[src/hdl/parallel_config_load_port_defines.svh]
`ifndef PARALLEL_CONFIG_LOAD_PORT_DEFINES_SVH
`define PARALLEL_CONFIG_LOAD_PORT_DEFINES_SVH

// ----------------------------------------
// Width codes seen on the low byte lane
// ----------------------------------------
`define WIDTH_CODE_X8 8'h01
`define WIDTH_CODE_X16 8'h02
`define WIDTH_CODE_X32 8'h04

// ----------------------------------------
// Stream words
// ----------------------------------------
`define SYNC_WORD 32'h5a3c_c35a
`define STARTUP_CMD 32'h0d0e_0000
`define STARTUP_CMD_MASK 32'hffff_fff8
`define DONE_PHASE_LSB 0
`define DONE_PHASE_MSB 2
`define ABORT_STATUS 32'h0000_009f

// ----------------------------------------
// Counts
// ----------------------------------------
`define STARTUP_LAST 3'h7
`define ITEMS_LAST_X8 2'h3
`define ITEMS_LAST_X16 2'h1
`define ITEMS_LAST_X32 2'h0

`endif

[src/hdl/parallel_config_load_port_pkg.sv]
package parallel_config_load_port_pkg;

    typedef enum logic [1:0] {
        BW_8 = 2'b00,
        BW_16 = 2'b01,
        BW_32 = 2'b10
    } busWidth_t;

    typedef enum logic [2:0] {
        ST_WIDTH = 3'b000,
        ST_SYNC = 3'b001,
        ST_LOAD = 3'b010,
        ST_STARTUP = 3'b011,
        ST_CONFIGURED = 3'b100
    } loadState_t;

endpackage

[src/hdl/parallel_config_load_port.sv]
`include "parallel_config_load_port_defines.svh"

// Function
// - Chip select high: port ignored, data and busy pins released, direction ignored.
// - Direction low makes data pins inputs; high makes them outputs.
// - Direction rising while selected aborts; data pins then show abort status.
// - Direction falling while selected aborts; pins return to inputs, no status.
// - Selected in read direction, data pins are driven whatever the clock does.
// - Write samples data on rising config clock; read updates data on rising edges.
// - Busy never high in configuration; in readback low means valid data.
// - Busy released whenever chip select is deasserted, until reasserted.
// - Selecting with write direction drives busy low without a clock edge.
// - Only low byte sampled until width known, then full width for sync search.
// - Configuration processing starts only after the sync word is clocked in.
// - First item loads on first rising edge after select, then one per edge.
// - After startup command, startup runs eight cycles; done rises at chosen phase.
// - After configuration the port takes no items; direction toggles cause no abort.
// - Items on edges while deselected are discarded, pausing the load.
// - Byte mode: byte MSB on pin 0, LSB on pin 7, one per clock.
// - Data bus may be 8, 16 or 32 bits wide.
module parallel_config_load_port (
    input wire logic clock,
    input wire logic sys_rst,
    input wire logic chipSelect_n,
    input wire logic direction_read_n_write,
    input wire logic config_clock,
    input wire logic [31:0] dataIn,
    input wire logic [31:0] readbackWord,
    input wire logic readbackValid,
    output logic [31:0] dataOut,
    output logic [31:0] dataOe,
    output logic busyOut,
    output logic busyOe,
    output logic [31:0] configWord,
    output logic configWordValid,
    output logic configDone,
    output logic abortPulse
);

    // ----------------------------------------
    // Input synchronisers
    // ----------------------------------------
    logic cclkS1_r;
    logic cclkS2_r;
    logic cclkS3_r;
    logic csS1_r;
    logic csS2_r;
    logic dirS1_r;
    logic dirS2_r;
    logic [31:0] dataS1_r;
    logic [31:0] dataS2_r;

    always_ff @(posedge clock) begin
        if (sys_rst) begin
            cclkS1_r <= 1'b0;
            cclkS2_r <= 1'b0;
            cclkS3_r <= 1'b0;
            csS1_r <= 1'b1;
            csS2_r <= 1'b1;
            dirS1_r <= 1'b0;
            dirS2_r <= 1'b0;
            dataS1_r <= 32'h0000_0000;
            dataS2_r <= 32'h0000_0000;
        end else begin
            cclkS1_r <= config_clock;
            cclkS2_r <= cclkS1_r;
            cclkS3_r <= cclkS2_r;
            csS1_r <= chipSelect_n;
            csS2_r <= csS1_r;
            dirS1_r <= direction_read_n_write;
            dirS2_r <= dirS1_r;
            dataS1_r <= dataIn;
            dataS2_r <= dataS1_r;
        end
    end

    // ----------------------------------------
    // Decode
    // ----------------------------------------
    parallel_config_load_port_pkg::loadState_t state_r;
    parallel_config_load_port_pkg::busWidth_t width_r;
    logic [31:0] acc_r;
    logic [1:0] itemCnt_r;
    logic [2:0] stepCnt_r;
    logic [2:0] donePhase_r;
    logic dirPrev_r;
    logic abortShow_r;
    logic rbValid_r;

    wire cclkRise = cclkS2_r & ~cclkS3_r;
    wire selected = ~csS2_r;
    wire readDir = dirS2_r;
    wire isConfigured = (state_r == parallel_config_load_port_pkg::ST_CONFIGURED);
    wire inStartup = (state_r == parallel_config_load_port_pkg::ST_STARTUP);
    // Direction held while deselected, so selecting in a changed direction aborts
    wire abortEvt = selected & ~isConfigured & (dirS2_r != dirPrev_r);
    wire item = selected & ~readDir & cclkRise & ~isConfigured & ~inStartup;

    // Per-lane bit reversal, pin 8*lane holds the byte MSB
    logic [31:0] swIn;
    logic [31:0] swOut;
    wire [31:0] rbSource = abortShow_r ? `ABORT_STATUS : readbackWord;
    genvar gi;
    generate
        for (gi = 0; gi < 32; gi = gi + 1) begin : g_lane
            assign swIn[gi] = dataS2_r[(gi / 8) * 8 + 7 - (gi % 8)];
            assign swOut[(gi / 8) * 8 + 7 - (gi % 8)] = rbSource[gi];
        end
    endgenerate

    wire [31:0] acc8 = {acc_r[23:0], swIn[7:0]};
    wire [31:0] acc16 = {acc_r[15:0], swIn[7:0], swIn[15:8]};
    wire [31:0] acc32 = {swIn[7:0], swIn[15:8], swIn[23:16], swIn[31:24]};
    wire [31:0] accNxt = (width_r == parallel_config_load_port_pkg::BW_32) ? acc32 :
                         (width_r == parallel_config_load_port_pkg::BW_16) ? acc16 : acc8;
    wire [1:0] itemsLast = (width_r == parallel_config_load_port_pkg::BW_32) ? `ITEMS_LAST_X32 :
                           (width_r == parallel_config_load_port_pkg::BW_16) ? `ITEMS_LAST_X16 : `ITEMS_LAST_X8;
    wire wordDone = item & (state_r == parallel_config_load_port_pkg::ST_LOAD) & (itemCnt_r == itemsLast);
    wire startupHit = wordDone & ((accNxt & `STARTUP_CMD_MASK) == `STARTUP_CMD);
    wire [7:0] lowByte = swIn[7:0];
    wire widthHit = (lowByte == `WIDTH_CODE_X8) | (lowByte == `WIDTH_CODE_X16) | (lowByte == `WIDTH_CODE_X32);
    wire stepEdge = inStartup & cclkRise;

    // ----------------------------------------
    // Loader state machine
    // ----------------------------------------
    // Without a config clock edge only an abort changes state: a stopped clock pauses loading
    always_ff @(posedge clock) begin
        if (sys_rst) begin
            state_r <= parallel_config_load_port_pkg::ST_WIDTH;
            width_r <= parallel_config_load_port_pkg::BW_8;
            acc_r <= 32'h0000_0000;
            itemCnt_r <= 2'h0;
        end else if (abortEvt) begin
            state_r <= parallel_config_load_port_pkg::ST_WIDTH;
            width_r <= parallel_config_load_port_pkg::BW_8;
            acc_r <= 32'h0000_0000;
            itemCnt_r <= 2'h0;
        end else if (item) begin
            case (state_r)
                parallel_config_load_port_pkg::ST_WIDTH: begin
                    if (widthHit) begin
                        state_r <= parallel_config_load_port_pkg::ST_SYNC;
                        if (lowByte == `WIDTH_CODE_X32) begin
                            width_r <= parallel_config_load_port_pkg::BW_32;
                        end else if (lowByte == `WIDTH_CODE_X16) begin
                            width_r <= parallel_config_load_port_pkg::BW_16;
                        end else begin
                            width_r <= parallel_config_load_port_pkg::BW_8;
                        end
                    end
                end
                parallel_config_load_port_pkg::ST_SYNC: begin
                    acc_r <= accNxt;
                    if (accNxt == `SYNC_WORD) begin
                        state_r <= parallel_config_load_port_pkg::ST_LOAD;
                        itemCnt_r <= 2'h0;
                    end
                end
                parallel_config_load_port_pkg::ST_LOAD: begin
                    acc_r <= accNxt;
                    itemCnt_r <= wordDone ? 2'h0 : itemCnt_r + 2'h1;
                    if (startupHit) begin
                        state_r <= parallel_config_load_port_pkg::ST_STARTUP;
                    end
                end
                default: begin
                    state_r <= state_r;
                end
            endcase
        end else if (stepEdge && stepCnt_r == `STARTUP_LAST) begin
            state_r <= parallel_config_load_port_pkg::ST_CONFIGURED;
        end
    end

    // ----------------------------------------
    // Startup sequence and done
    // ----------------------------------------
    always_ff @(posedge clock) begin
        if (sys_rst) begin
            stepCnt_r <= 3'h0;
            donePhase_r <= 3'h0;
            configDone <= 1'b0;
        end else if (startupHit && !abortEvt) begin
            stepCnt_r <= 3'h0;
            donePhase_r <= accNxt[`DONE_PHASE_MSB:`DONE_PHASE_LSB];
        end else if (stepEdge) begin
            stepCnt_r <= stepCnt_r + 3'h1;
            if (stepCnt_r == donePhase_r) begin
                configDone <= 1'b1;
            end
        end
    end

    // ----------------------------------------
    // Stream words and abort strobe
    // ----------------------------------------
    always_ff @(posedge clock) begin
        if (sys_rst) begin
            configWord <= 32'h0000_0000;
            configWordValid <= 1'b0;
            abortPulse <= 1'b0;
        end else begin
            configWordValid <= wordDone & ~abortEvt;
            if (wordDone) begin
                configWord <= accNxt;
            end
            abortPulse <= abortEvt;
        end
    end

    // ----------------------------------------
    // Pin drivers
    // ----------------------------------------
    always_ff @(posedge clock) begin
        if (sys_rst) begin
            dirPrev_r <= 1'b0;
            abortShow_r <= 1'b0;
        end else begin
            if (selected) begin
                dirPrev_r <= dirS2_r;
            end
            if (abortEvt) begin
                abortShow_r <= readDir;
            end else if (!selected) begin
                abortShow_r <= 1'b0;
            end
        end
    end

    always_ff @(posedge clock) begin
        if (sys_rst) begin
            dataOe <= 32'h0000_0000;
            busyOe <= 1'b0;
        end else begin
            dataOe <= {32{selected & readDir}};
            busyOe <= selected;
        end
    end

    always_ff @(posedge clock) begin
        if (sys_rst) begin
            dataOut <= 32'h0000_0000;
            rbValid_r <= 1'b0;
            busyOut <= 1'b0;
        end else begin
            if (selected && readDir && cclkRise) begin
                dataOut <= swOut;
                rbValid_r <= abortShow_r | readbackValid;
            end else if (!(selected && readDir)) begin
                rbValid_r <= 1'b0;
            end
            busyOut <= selected & readDir & ~rbValid_r;
        end
    end
endmodule

[config.mk]
export PLATFORM = sky130hd
export DESIGN_NAME = parallel_config_load_port
export DESIGN_NICKNAME = d
export VERILOG_FILES = /design/src/hdl/parallel_config_load_port_pkg.sv /design/src/hdl/parallel_config_load_port.sv
export VERILOG_INCLUDE_DIRS = /design/src /design/src/hdl
export SDC_FILE = /design/constraint.sdc
export NUM_CORES = 1
export LEC_CHECK = 0
export BUFFER_PORTS_ARGS = -buffer_cell sky130_fd_sc_hd__buf_4
export CORE_ASPECT_RATIO = 0.6
export CORE_MARGIN = 2
export CORE_UTILIZATION = 40
export DETAILED_ROUTE_END_ITERATION = 7
export SYNTH_ARGS = -nofsm -noshare
export SYNTH_HDL_FRONTEND = slang
export SYNTH_SLANG_ARGS = --single-unit
[constraint.sdc]
create_clock -name clock -period 2.68 [get_ports clock]
set_clock_uncertainty 0.1 [all_clocks]
set_input_delay 0.536 -clock clock [delete_from_list [all_inputs] [get_ports clock]]
set_output_delay 0.536 -clock clock [all_outputs]
set_load 0.01 [all_outputs]
==> impl_metrics.py <==
metrics = {
    "pwr": {
        "peakVddDrop_mv": 0.401,
        "clkPwrFrac_pct": 46.9,
        "power_frac_comb_pct": 3.9,
        "seqPwrFrac_pct": 49.1,
        "p_leak_nw": 3.93,
        "p_sw_mw": 1.26,
        "powerDensity_nw_per_um2": 578,
        "intPower_mw": 4.39,
        "p_sw_share_pct": 22.3,
        "totalPowerFinal_mw": 5.65,
    },
    "global_routing": {
        "grt-ovfl-total": 0,
        "first_global_vias": 5226,
        "grt_first_pass_wirelength_mm": 29.1,
        "grtUsageTotal_pct": 19.6,
        "grt_max_degree": 104,
        "antenna_found_initial": 0,
    },
    "yosys": {
        "synth-async-reset-ratio_pct": 0,
        "yosysSeqAreaShare_pct": 49.7,
        "synth_nets": 860,
        "synth_area_sq_um": 7290,
        "synth_warnings": 0,
        "synthDistinctLibCells": 54,
        "netlist_instances": 785,
        "synth-main-ff-cell": "dfxtp_1",
        "syn_area_per_cell_sq_um": 9.28,
        "synth-seq-cells": 181,
        "synth_edf_count": 0,
    },
    "route": {
        "wire_per_inst_microns": 15.8,
        "post_drt_via_cell_ratio": 4.84,
        "route.detailed.drc": 0,
        "dr.pass1.iters": 5,
        "drt_wl_total_mm": 19.0,
        "drt-initial-drc-count": 372,
        "route.vias.total": 5832,
        "ant_nets": 0,
    },
    "clock_network": {
        "insertion_delay_ns": 0.43,
        "clock_path_buffers": 2,
        "cts_tree": "built",
        "htreeDepth": 4,
        "cts_made_buffers": 17,
        "cts_sinks": 181,
        "cts_root_buf": "clkbuf_16",
        "cts.reportedPaths.clkPinSlew_ns": 0.07,
    },
    "cells_and_area": {
        "area_growth_pct": 34.2,
        "diodes": 0,
        "mostFrequentLayoutCell": "buf_4",
        "fillCellCount": 1679,
        "layout.nets": 1026,
        "final_cell_mix": "buf_4 (221), dfxtp_1 (179), nor2_1 (128)",
        "drive_gt1_share_pct": 34.1,
    },
    "place": {
        "gp_congestion": 0.891,
        "hpwlAfterDp_mm": 13.5,
        "portBuffers": 170,
    },
    "setup_path": {
        "critical_path_class": "flop to flop",
        "cp_max_fo": 8,
        "cp.arrival_ns": 2.83,
        "crit_path_frequent_cell": "buf_4",
        "slowest_delay_ns": 0.34,
        "critPathSlowestCell": "dfxtp_2",
        "crit_required_ns": 2.90,
        "crit_path_start_kind": "flop",
        "crit_path_cell_trace": "inv_4 > ha_4 > buf_12 > mux2_2 > mux2i_2 > nand4bb_1 > nor4_4 > buf_4 > buf_4 > a21bo_2 > a32o_1 > a31o_2",
        "endpoint_kind": "flop",
    },
    "floorplan": {
        "start_util_pct": 40.5,
        "rows": 38,
        "dieArea_sq_um": 19300,
        "die_w_microns": 178,
        "coreArea_sq_um": 18000,
        "boundaryPins": 171,
        "fp.dieH_microns": 109,
    },
    "outcome": {
        "outcome": "complete, no violations",
    },
    "timing": {
        "maxSlewHeadroom_pct": 51.7,
        "whs_ns": 0.199,
        "hold_viol_final": 0,
        "period_share_pct": 97.1,
        "period_minus_slack_ns": 2.60,
        "finalSetupViolCount": 0,
        "report.final.slew_viol_count": 0,
        "rsz0062_at_grt": "yes",
        "worstMarginPinSlew_ns": 0.725,
        "clock.fmax_ghz": 0.384,
    },
    "flow_run": {
        "drv.max_cap_violation_count": 0,
    },
    "min_path": {
        "hold_path.class": "input pin to flop",
    },
}
-- flip-flops by register name, summed over array words and instances (netlist names), 2 cells and up --
name / flops
acc_r: 24
configWord: 32
dataOut: 32
dataS1_r: 32
dataS2_r: 32
donePhase_r: 3
itemCnt_r: 2
state_r: 3
stepCnt_r: 3
width_r: 2
-- power groups by stage --
| stage | Sequential (mW) | Clock [mW] | Combinational [mW] |
|---|---|---|---|
| after floorplan | 2.81 | 0 | 0.106 |
| after global placement | 2.83 | 0 | 0.218 |
| after detailed placement | 2.83 | 0 | 0.218 |
| after CTS | 2.77 | 2.72 | 0.219 |
| after global routing | 2.78 | 2.83 | 0.243 |
| final | 2.77 | 2.65 | 0.222 |
-- metal layers --
layer | routed length [microns] | share of wire [%] | global-route usage (%)
met3 | 1340 | 7.0 | 4.78
met5 | 0 | 0 | 0
met2 | 7190 | 38 | 25.6
met1 | 10400 | 54 | 31.4
met4 | 129 | 0.68 | 4.53
-- final timing paths --
kind,depth (start not counted),startpoint,end,slack [ns]
hold reg to reg,1,rbValid_r,busyOut,0.32
hold / removal,2,chipSelect_n,csS1_r,0.20
setup / recovery,12,width_r[1],state_r[0],0.08
setup reg to reg,12,width_r[1],state_r[0],0.08
-- cell usage after synthesis, drive strengths merged, types with 10 or more instances --
| master | n | area share, % |
|---|---|---|
| a21oi | 89 | 6.2 |
| buf | 43 | 4.6 |
| clkbuf | 42 | 2.2 |
| dfxtp | 181 | 50 |
| mux2 | 27 | 4.3 |
| mux2i | 40 | 5.5 |
| nand2 | 37 | 1.9 |
| nand3b | 26 | 2.7 |
| nor2 | 129 | 6.6 |
| nor2b | 73 | 6.3 |
| nor3 | 17 | 1.2 |
| o21ai | 10 | 0.69 |
-- worst max-delay path, delay by kind of cell (launching register included) --
| family | cells | cell delay, ns |
|---|---|---|
| buffers and inverters | 4 | 0.49 |
| muxes | 2 | 0.55 |
| and+or+nand+nor | 2 | 0.28 |
| adders and majority gates | 1 | 0.16 |
| DFF | 1 | 0.34 |
| AOI/OAI and AO/OA | 3 | 0.58 |
-- repair_timing --
item                                   CTS  global route
endpoints found under the hold margin    0             0
hold buffers                             0             0
resized for setup                        6            36
buffers inserted                         3             6
pin swaps                                4             9
setup endpoints to repair                2             9
cloned                                   1             3
-- layout make-up --
| class | instances | area (sq um) | area share (%) |
|---|---|---|---|
| timing repair buffer | 232 | 1890 | 19.4 |
| multi-input combinational | 517 | 3320 | 33.9 |
| inverter | 2 | 10.0 | 0.102 |
| clock buffer | 18 | 439 | 4.49 |
| tap | 240 | 300 | 3.07 |
| sequential | 181 | 3630 | 37.1 |
| clock inverter | 14 | 190 | 1.95 |
-- cells by family (layout without fill, tap and decap cells) --
logic type | count (synthesis) | count (layout) | synth area share (%)
simple gates | 321 | 321 | 22.9
buf+inv | 87 | 266 | 6.82
mux | 67 | 67 | 9.87
compound gates | 116 | 116 | 8.88
flops | 181 | 181 | 49.7
fa+ha+maj | 5 | 5 | 0.859
xor+xnor | 8 | 8 | 0.962
-- stage by stage --
| stage | area [sq um] | TNS (ns) | cells | worst slack, ns | utilization (%) |
|---|---|---|---|---|---|
| floorplan | 7290 | 0 | 785 | 0.0376 | - |
| global placement | 8810 | 0 | 1159 | 0.0436 | 49.0 |
| detailed placement | 8810 | -0.00713 | 1159 | -0.00499 | 49.0 |
| CTS | 9520 | -0.00855 | 1195 | -0.00736 | 53.0 |
| global route | 9770 | -0.107 | 1204 | -0.0342 | 54.4 |
| finish | 9770 | 0 | 1204 | 0.0775 | 54.4 |
Note: power is estimated with default switching activity, not from simulation.
